File: src/rnsc_pkg.sv
// Package of constants and types for the reset, NMI and SMM pin control block.
package rnsc_pkg;

    // ------------------------------------------------------------------
    // Timing
    // ------------------------------------------------------------------
    localparam int unsigned RNSC_CPU_RESET_CYCLES = 64;
    localparam logic [6:0] RNSC_RESET_LAST = 7'(RNSC_CPU_RESET_CYCLES - 1);

    // ------------------------------------------------------------------
    // Decodes and field positions
    // ------------------------------------------------------------------
    localparam logic [15:0] RNSC_KBC_CMD_PORT = 16'h0064;
    localparam logic [7:0] RNSC_KBC_RESET_CMD = 8'hFE;
    localparam int unsigned RNSC_PORT61_SPK_BIT = 1;
    localparam int unsigned RNSC_SMM_IGNORE_BIT = 7;
    localparam int unsigned RNSC_KBRST_NOW_BIT = 1;

    // Bus cycle definition code {m_io, d_c, w_r} and byte-enable codes for special cycles.
    localparam logic [2:0] RNSC_CYC_SPECIAL = 3'h1;
    localparam logic [1:0] RNSC_BE_SHUTDOWN = 2'h0;
    localparam logic [1:0] RNSC_BE_HALT = 2'h2;

    // ------------------------------------------------------------------
    // Values after reset
    // ------------------------------------------------------------------
    localparam logic RNSC_STRAP_RST = 1'b0;

    typedef enum logic [1:0] {
        RNSC_IDLE,
        RNSC_WAIT_HALT,
        RNSC_PULSE
    } rnsc_rst_state_t;

endpackage

File: src/rnsc_sync3.sv
// Three-stage synchroniser with agreement filter for one pin input.
`timescale 1ns/1ns
module rnsc_sync3 #(
    parameter logic RST_VAL = 1'b0
) (
    // Clock and reset
    input wire logic clk_sys_i,
    input wire logic rst_i,
    // Pin and filtered level
    input wire logic pin_i,
    output logic level_o
);
    logic s1_reg;
    logic s2_reg;
    logic s3_reg;

    // --------------------------------------------------------------
    // Sampling chain
    // --------------------------------------------------------------
    always_ff @(posedge clk_sys_i or posedge rst_i) begin
        if (rst_i) begin
            s1_reg <= RST_VAL;
            s2_reg <= RST_VAL;
            s3_reg <= RST_VAL;
            level_o <= RST_VAL;
        end else begin
            s1_reg <= pin_i;
            s2_reg <= s1_reg;
            s3_reg <= s2_reg;
            // A change counts only once the second and third stages agree.
            if (s2_reg == s3_reg) begin
                level_o <= s3_reg;
            end
        end
    end
endmodule

File: src/rnsc_top.sv
// Reset, NMI, speaker and SMM pin control of the system controller.
`timescale 1ns/1ns
module rnsc_top (
    // Clock and reset
    input wire logic clk_sys_i,
    input wire logic rst_i,
    // Power and CPU reset
    input wire logic power_good_in_i,
    output logic cpu_reset_out_o,
    // CPU bus cycle decode
    input wire logic cpu_ads_n_i,
    input wire logic cpu_m_io_i,
    input wire logic cpu_d_c_i,
    input wire logic cpu_w_r_i,
    input wire logic [3:0] cpu_be_n_i,
    input wire logic [15:0] io_addr_i,
    input wire logic [7:0] io_wdata_i,
    input wire logic io_write_strobe_i,
    // NMI sources
    input wire logic nmi_enable_i,
    input wire logic channel_check_n_i,
    input wire logic parity_error_i,
    output logic nmi_o,
    // Speaker
    input wire logic timer2_output_i,
    input wire logic [7:0] port61_i,
    output logic speaker_out_o,
    // Dual-use pin
    input wire logic pin_function_strap_i,
    input wire logic dual_pin_i,
    input wire logic dram_to_cpu_i,
    output logic dual_pin_o,
    output logic dual_pin_oe_o,
    // SMM control
    input wire logic [7:0] cfg_e7_i,
    input wire logic [7:0] cfg_20_i,
    input wire logic ext_int_selects_smi_i,
    input wire logic smm_style_alt_i,
    input wire logic cpu_low_power_i,
    input wire logic green_req_i,
    input wire logic normal_req_i,
    input wire logic smm_active_n_i,
    output logic smm_access_ok_o,
    output logic smi_power_port_n_o
);
    import rnsc_pkg::*;

    logic pg_level;
    logic channel_check_n_level;
    logic smm_level;
    logic ext_level;
    logic strap_reg;
    logic strap_taken_reg;
    logic ext_prev_reg;
    logic smm_prev_reg;
    logic smm_open_reg;
    logic [6:0] rst_cnt_reg;
    rnsc_rst_state_t state_reg;
    logic shutdown_cyc;
    logic halt_cyc;
    logic kbc_reset;
    logic ext_fall;
    logic smi_pulse;
    logic power_port_enable_n_pulse;

    // ------------------------------------------------------------------
    // Pin synchronisers
    // ------------------------------------------------------------------
    rnsc_sync3 #(.RST_VAL(1'b0)) u_pg (
        .clk_sys_i(clk_sys_i),
        .rst_i(rst_i),
        .pin_i(power_good_in_i),
        .level_o(pg_level)
    );
    rnsc_sync3 #(.RST_VAL(1'b1)) u_channel_check_n (
        .clk_sys_i(clk_sys_i),
        .rst_i(rst_i),
        .pin_i(channel_check_n_i),
        .level_o(channel_check_n_level)
    );
    rnsc_sync3 #(.RST_VAL(1'b1)) u_smm (
        .clk_sys_i(clk_sys_i),
        .rst_i(rst_i),
        .pin_i(smm_active_n_i),
        .level_o(smm_level)
    );
    rnsc_sync3 #(.RST_VAL(1'b1)) u_ext (
        .clk_sys_i(clk_sys_i),
        .rst_i(rst_i),
        .pin_i(dual_pin_i),
        .level_o(ext_level)
    );

    // ------------------------------------------------------------------
    // Cycle decode
    // ------------------------------------------------------------------
    function automatic logic special_cycle(input logic [1:0] code);
        special_cycle = !cpu_ads_n_i
            && ({cpu_m_io_i, cpu_d_c_i, cpu_w_r_i} == RNSC_CYC_SPECIAL)
            && (cpu_be_n_i[1:0] == code);
    endfunction

    always_comb begin
        shutdown_cyc = special_cycle(RNSC_BE_SHUTDOWN);
        halt_cyc = special_cycle(RNSC_BE_HALT);
        kbc_reset = io_write_strobe_i && (io_addr_i == RNSC_KBC_CMD_PORT)
            && (io_wdata_i == RNSC_KBC_RESET_CMD);
    end

    // ------------------------------------------------------------------
    // Strap capture
    // ------------------------------------------------------------------
    // The strap is caught while the system is held in power-good reset,
    // so a clocked capture is used rather than the asynchronous reset.
    always_ff @(posedge clk_sys_i or posedge rst_i) begin
        if (rst_i) begin
            strap_reg <= RNSC_STRAP_RST;
            strap_taken_reg <= 1'b0;
        end else begin
            if (!strap_taken_reg || !pg_level) begin
                strap_reg <= pin_function_strap_i;
            end
            strap_taken_reg <= 1'b1;
        end
    end

    // ------------------------------------------------------------------
    // CPU reset generator
    // ------------------------------------------------------------------
    always_ff @(posedge clk_sys_i or posedge rst_i) begin
        if (rst_i) begin
            state_reg <= RNSC_PULSE;
            rst_cnt_reg <= 7'h00;
        end else begin
            case (state_reg)
                RNSC_IDLE: begin
                    rst_cnt_reg <= 7'h00;
                    if (!pg_level || shutdown_cyc) begin
                        state_reg <= RNSC_PULSE;
                    end else if (kbc_reset) begin
                        if (cfg_20_i[RNSC_KBRST_NOW_BIT]) begin
                            state_reg <= RNSC_PULSE;
                        end else begin
                            state_reg <= RNSC_WAIT_HALT;
                        end
                    end
                end
                RNSC_WAIT_HALT: begin
                    if (!pg_level || shutdown_cyc || halt_cyc) begin
                        state_reg <= RNSC_PULSE;
                    end
                end
                RNSC_PULSE: begin
                    // Power-good low clears the count, so the pulse runs its
                    // full length after power returns.
                    if (!pg_level) begin
                        rst_cnt_reg <= 7'h00;
                    end else if (rst_cnt_reg == RNSC_RESET_LAST) begin
                        state_reg <= RNSC_IDLE;
                    end else begin
                        rst_cnt_reg <= rst_cnt_reg + 7'h01;
                    end
                end
                default: begin
                    state_reg <= RNSC_PULSE;
                end
            endcase
        end
    end

    assign cpu_reset_out_o = (state_reg == RNSC_PULSE);

    // ------------------------------------------------------------------
    // NMI and speaker
    // ------------------------------------------------------------------
    always_ff @(posedge clk_sys_i or posedge rst_i) begin
        if (rst_i) begin
            nmi_o <= 1'b0;
        end else begin
            nmi_o <= nmi_enable_i
                && (!channel_check_n_level || parity_error_i);
        end
    end

    always_ff @(posedge clk_sys_i or posedge rst_i) begin
        if (rst_i) begin
            speaker_out_o <= 1'b0;
        end else begin
            speaker_out_o <= timer2_output_i
                && port61_i[RNSC_PORT61_SPK_BIT];
        end
    end

    // ------------------------------------------------------------------
    // Dual-use pin
    // ------------------------------------------------------------------
    always_ff @(posedge clk_sys_i or posedge rst_i) begin
        if (rst_i) begin
            dual_pin_o <= 1'b1;
            dual_pin_oe_o <= 1'b0;
        end else begin
            dual_pin_oe_o <= !strap_reg;
            dual_pin_o <= !dram_to_cpu_i;
        end
    end

    always_ff @(posedge clk_sys_i or posedge rst_i) begin
        if (rst_i) begin
            ext_prev_reg <= 1'b1;
        end else begin
            ext_prev_reg <= ext_level;
        end
    end

    assign ext_fall = strap_reg && ext_prev_reg && !ext_level;

    // ------------------------------------------------------------------
    // SMI and power-port strobe
    // ------------------------------------------------------------------
    // Only a low-power CPU in SMI style gets SMI; in the other style its green request
    // gives no strobe, and every other request becomes the power-port strobe to the companion port.
    always_comb begin
        smi_pulse = cpu_low_power_i && !smm_style_alt_i
            && (green_req_i
                || (ext_fall && ext_int_selects_smi_i));
        power_port_enable_n_pulse = normal_req_i || !cpu_low_power_i && green_req_i
            || (ext_fall && !smi_pulse);
    end

    always_ff @(posedge clk_sys_i or posedge rst_i) begin
        if (rst_i) begin
            smi_power_port_n_o <= 1'b1;
        end else begin
            smi_power_port_n_o <= !(smi_pulse || power_port_enable_n_pulse);
        end
    end

    // ------------------------------------------------------------------
    // SMM access qualification
    // ------------------------------------------------------------------
    // In strobe style the window opens on a strobe and closes at the next
    // CPU address strobe that is not itself a strobe of the SMM kind.
    always_ff @(posedge clk_sys_i or posedge rst_i) begin
        if (rst_i) begin
            smm_prev_reg <= 1'b1;
            smm_open_reg <= 1'b0;
        end else begin
            smm_prev_reg <= smm_level;
            if (smm_prev_reg && !smm_level) begin
                smm_open_reg <= 1'b1;
            end else if (!cpu_ads_n_i && smm_level) begin
                smm_open_reg <= 1'b0;
            end
        end
    end

    always_ff @(posedge clk_sys_i or posedge rst_i) begin
        if (rst_i) begin
            smm_access_ok_o <= 1'b0;
        end else if (cfg_e7_i[RNSC_SMM_IGNORE_BIT]) begin
            smm_access_ok_o <= 1'b1;
        end else if (smm_style_alt_i) begin
            smm_access_ok_o <= smm_open_reg;
        end else begin
            smm_access_ok_o <= !smm_level;
        end
    end
endmodule

File: config.mk
export PLATFORM = sky130hd
export DESIGN_NAME = rnsc_top
export DESIGN_NICKNAME = d
export VERILOG_FILES = /design/src/rnsc_pkg.sv /design/src/rnsc_sync3.sv /design/src/rnsc_top.sv
export SDC_FILE = /design/constraint.sdc
export NUM_CORES = 1
export LEC_CHECK = 0
export BUFFER_PORTS_ARGS = -buffer_cell sky130_fd_sc_hd__buf_2
export CAP_MARGIN = 20
export CORE_AREA = 3 3 64 66
export CTS_CLUSTER_SIZE = 8
export DETAILED_ROUTE_END_ITERATION = 7
export DIE_AREA = 0 0 67 69
export PLACE_DENSITY_LB_ADDON = 0.12
export SKIP_LAST_GASP = 1
export SLEW_MARGIN = 30
export SYNTH_ARGS = -nofsm -noshare
export SYNTH_HDL_FRONTEND = slang
export SYNTH_HIERARCHICAL = 1
export SYNTH_SLANG_ARGS = --single-unit
File: constraint.sdc
create_clock -name clk_sys_i -period 3.8 [get_ports clk_sys_i]
set_input_delay 0.38 -clock clk_sys_i [delete_from_list [all_inputs] [get_ports clk_sys_i]]
set_output_delay 0.38 -clock clk_sys_i [all_outputs]
set_load 0.005 [all_outputs]
==> results of run 1 <==
-- metrics by stage --
step           utilization [%]  hold slack, ns  area [sq um]
2_1_floorplan                -           0.146          1420
3_3_place_gp              48.1           0.310          1750
3_5_place_dp              48.1           0.313          1750
4_1_cts                   50.8          0.0132          1850
5_1_grt                   50.8          0.0215          1850
6_report                  50.8          0.0214          1850
-- report_power, final --
part / switching (mW) / internal (mW) / leakage (nW)
combinational: 0.0303 / 0.0397 / 0.413
clock: 0.118 / 0.165 / 0.0515
sequential: 0.0151 / 0.419 / 0.417
total: 0.163 / 0.624 / 0.882
-- worst max-delay path, cell delays in order, from the launching register on --
cell	delay, ns
dfrtp_1	0.50
nor4b_1	0.34
nand4_1	0.15
or4_1	0.51
a21oi_1	0.15
-- final cells by class --
| class | instances | area share [%] |
|---|---|---|
| Clock buffer | 8 | 5.42 |
| Multi-Input combinational cell | 67 | 23.6 |
| Timing Repair Buffer | 55 | 14.9 |
| Tap cell | 48 | 3.25 |
| Sequential cell | 36 | 49.9 |
| Inverter | 14 | 2.85 |
-- routing by layer --
metal,GRT usage [%],routed length [microns],vias up
li1,-,-,532
met1,17.4,1150,509
met2,18.4,1210,41
met3,4.23,209,2
met4,4.73,10,0
met5,0,0,-
-- worst max-delay path by stage --
stage / to / slack [ns] / depth (start not counted)
6_report: state_reg[0] / 2.08 / 4
5_1_grt: state_reg[0] / 1.92 / 4
4_1_cts: state_reg[0] / 2.06 / 4
3_5_place_dp: state_reg[0] / 2.08 / 4
3_3_place_gp: state_reg[0] / 2.08 / 5
2_1_floorplan: state_reg[0] / 2.20 / 4
-- cell families (layout without fill, tap and decap cells) --
| group | Yosys count | after routing | synth area share, % |
|---|---|---|---|
| DFF | 36 | 36 | 65.2 |
| and+or+nand+nor | 35 | 35 | 13.6 |
| AOI/OAI and AO/OA | 24 | 24 | 11.4 |
| buffers and inverters | 15 | 77 | 3.98 |
| adders and majority gates | 5 | 5 | 4.07 |
| muxes | 2 | 2 | 1.50 |
| other | 1 | 1 | 0.265 |
-- cells in the final DEF, fill, tap and decap left out, drive strengths merged, types with 2 or more instances in the layout --
master,count
o311ai,2
clkbuf,8
o21bai,2
o21ai,2
maj3,4
nand2,8
dfstp,17
or4b,2
nand4,2
a21oi,8
nor3,4
nor2,8
a21boi,2
o31ai,2
nor4b,2
or4,3
dfrtp,19
inv,14
buf,55
==> results_dict.tcl, run 1 <==
set metrics [dict create \
    routedWlPerCell_microns 11.3 \
    synth_seq_cells 36 \
    slew_headroom_pct 50.3 \
    synthArstFlopShare_pct 100 \
    synth_top_cell_by_area "dfrtp_1" \
    ff2ff_path_depth 4 \
    r2r-start "state_reg[0]" \
    clock_sinks 36 \
    syn_to_final_growth_pct 30.5 \
    start_kind "flip-flop" \
    vias 1084 \
    yosysSeqAreaShare_pct 65.2 \
    arrival_ns 1.92 \
    fin_crit_ns 1.72 \
    clock_latency_ns 0.27 \
    largest_reg_flops 7 \
    yosysMostFrequentCell "dfrtp_1" \
    cts_tree "built" \
    final-setup-viol-count 0 \
    fmax_mhz 583 \
    io_pins 80 \
    synth_ff_type "dfrtp_1" \
    coreArea_sq_mm 0.00363 \
    routed_wl_microns 2580 \
    required_ns 4.00 \
    dp_slack_ns 2.08 \
    regArea_sq_um 922 \
    skew_ns 0.00431 \
    worst_pin_slew_ns 0.745 \
    n_antenna_cell 0 \
    rsz0062_at_grt "false" \
    yosys_warnings 6 \
    fin_cells 228 \
    rows 22 \
    dieWidth_microns 67 \
    cp_max_fo 11 \
    maxCapViolCount 0 \
    n_fill_cell 352 \
    status "complete, no violations" \
    ys_top_cells_by_count "dfrtp_1 (19), dfstp_2 (17), inv_1 (14)" \
    tns_ns 0 \
    cts_resized 0 \
    crit_start "state_reg[0]" \
    cp-end-kind "flip-flop" \
    worst-r2r-setup-slack_ns 2.08 \
    powerDensity_mw_per_mm2 426 \
    synthTopCellsByArea "dfrtp_1 (34%), dfstp_2 (32%), inv_1 (3.7%)" \
    hp-class "primary input to asynchronous set/reset pin" \
    drc 0 \
    multi_input_area_sq_um 437 \
    drive_gt1_share_pct 46.7 \
    root_buffer "clkbuf_8" \
    reg2reg_to "state_reg[0]" \
    p_leak_nw 0.882 \
    cts.reportedPaths.clkPinSlew_ns 0.06 \
    ys_types 36 \
    syn_nets 192 \
    critPathKind "flip-flop to flip-flop" \
    antenna_found_initial 0 \
    clockBufferDepth 2 \
    fin_ws_ns 2.08 \
    grt_max_degree 21 \
    start_util_pct 38.9 \
    die_h_microns 69 \
    die_area_sq_mm 0.00462 \
    vias_per_cell 4.75 \
    postCtsSetupBuffers 0 \
    grt_pass1_wl_microns 4570 \
    hpwlAfterDp_microns 2040 \
    drtPass1Iterations 4 \
    finalPower_uw 787 \
    place_congestion 0.665 \
    ctsHtreeMaxLevel 2 \
    grt.total_usage_pct 12.7 \
    portBuffers 55 \
    dp.cells 220 \
    yosysTopAreaCellShare_pct 33.6 \
    synth-edff-count 0 \
    holdBufCountCts 0 \
    timing_max_transition_violations_final 0 \
    drt_iter0_markers 43 \
    ir_worst_vdd_uv 224 \
    syn_area_sq_mm 0.00142 \
    grt_pass1_vias 1064 \
    fin_crit_sh_pct 45.2 \
    hold_viol_final 0 \
    nets 253 \
    numCtsBuffers 5 \
    ant_nets 0 \
    grt_overflow_total 0 \
    netlist_instances 118 \
    syn_avg_cell_area_sq_um 12.0 \
]
Power figures use the tool's default switching activity.
==> inputs of run 2 (changes only) <==
Clock period 3.8 ns to 1.6 ns, I/O delays scaled along.
==> run 2 against run 1 <==
Effect of this change: wire length grew 12%; cell count grew 4.4%; global-route usage grew 0.96 points; critical endpoint unchanged; largest cell class unchanged; largest power group unchanged.
==> results_dict.tcl, run 2 (synthesis results as in run 1) <==
set metrics [dict create \
    cts.reportedPaths.clkPinSlew_ns 0.07 \
    clock_latency_ns 0.29 \
    drt_iter0_markers 38 \
    coreArea_sq_mm 0.00363 \
    p_leak_nw 0.932 \
    grt_pass1_wl_microns 4800 \
    grt_overflow_total 0 \
    cp_max_fo 2 \
    multi_input_area_sq_um 450 \
    skew_ns 0.00623 \
    critPathKind "flip-flop to flip-flop" \
    cts_tree "built" \
    fmax_mhz 648 \
    routedWlPerCell_microns 12.1 \
    root_buffer "clkbuf_8" \
    holdPathEnd "smi_power_port_n_o" \
    io_pins 80 \
    numCtsBuffers 5 \
    syn_to_final_growth_pct 38.5 \
    fin_crit_sh_pct 96.5 \
    ir_worst_vdd_uv 476 \
    routed_wl_microns 2880 \
    final-setup-viol-count 0 \
    nets 263 \
    start_util_pct 38.9 \
    powerDensity_mw_per_mm2 1010 \
    dieWidth_microns 67 \
    fin_cells 238 \
    start_kind "flip-flop" \
    hold_viol_final 0 \
    die_area_sq_mm 0.00462 \
    fin_ws_ns 0.0565 \
    drc 0 \
    ant_nets 0 \
    dp_slack_ns -0.0610 \
    r2r-start "state_reg[0]" \
    timing_max_transition_violations_final 0 \
    fin_crit_ns 1.54 \
    worst-r2r-setup-slack_ns 0.06 \
    vias 1127 \
    clockBufferDepth 2 \
    rows 22 \
    design_area_sq_mm 0.00196 \
    dp.cells 223 \
    die_h_microns 69 \
    antenna_found_initial 0 \
    n_antenna_cell 0 \
    drtPass1Iterations 4 \
    arrival_ns 1.76 \
    portBuffers 55 \
    rsz0062_at_grt "true" \
    hpwlAfterDp_microns 2140 \
    ctsHtreeMaxLevel 2 \
    grt_max_degree 21 \
    largest_reg_flops 7 \
    status "complete, no violations" \
    hp-class "primary input to flip-flop" \
    maxCapViolCount 0 \
    hold_path_depth 2 \
    dpl_cell_area_sq_mm 0.00177 \
    n_fill_cell 349 \
    required_ns 1.82 \
    hp-start "green_req_i" \
    regArea_sq_um 922 \
    place_congestion 0.680 \
    vias_per_cell 4.74 \
    cp-end-kind "flip-flop" \
    ff2ff_path_depth 4 \
    drive_gt1_share_pct 47.4 \
    grt_pass1_vias 1116 \
    layout_common_cells "buf_2 (55), dfrtp_1 (19), dfstp_2 (17)" \
    grt.total_usage_pct 13.6 \
    postCtsSetupBuffers 0 \
    clock_sinks 36 \
    reg2reg_to "state_reg[0]" \
    layout_commonest_cell "buf_2" \
]
run 2: worst max path at each step:
stage	start	to	slack, ns	cells after the start
after floorplan	state_reg[0]	state_reg[0]	0.13	4
after global placement	rst_cnt_reg[0]	rst_cnt_reg[0]	-0.02	5
after detailed placement	rst_cnt_reg[0]	rst_cnt_reg[0]	-0.06	5
after CTS	state_reg[0]	state_reg[0]	0.03	4
after global routing	state_reg[0]	state_reg[0]	-0.07	4
final	state_reg[0]	state_reg[0]	0.06	4
run 2: power breakdown:
part	total (mW)	leakage, nW	internal, mW	switching, mW
Sequential	1.03	0.417	0.994	0.0313
Clock	0.768	0.0552	0.462	0.306
Combinational	0.195	0.460	0.112	0.0837
run 2: stage by stage:
stage	util, %	total power, mW	setup TNS [ns]	hold WS, ns
finish	54.0	1.99	0	0.0149
CTS	53.7	2.01	0	0.0100
global route	54.0	2.08	-0.0661	0.0252
floorplan	-	1.12	0	-0.0739
global placement	48.7	1.21	-0.0152	0.0987
detailed placement	48.7	1.22	-0.103	0.0991
run 2: area by class of cell:
class,instances,area share [%]
sequential,36,47.0
multi-input combinational,67,23.0
timing repair buffer,65,18.8
clock buffer,6,3.70
tap,48,3.06
inverter,14,2.68
clock inverter,2,1.79
run 2: per-layer routing:
metal / GRT usage, % / share of wire [%]
met2: 20.7 / 47
met4: 5.41 / 1.6
met5: 0 / 0
met3: 5.54 / 7.6
met1: 17.1 / 43
run 2: timing repair:
item | 4_1_cts | 5_1_grt
pin swaps | 0 | 1
hold buffers | 7 | 0
hold endpoints to repair | 37 | 0
resized for setup | 1 | 2
setup endpoints to repair | 3 | 6
run 2: worst max-delay path, stage by stage (launching register included):
cell and delay, ns:
dfrtp_1 0.39, nor4b_2 0.29, nand4_1 0.14, or4_1 0.51
a21oi_1 0.15
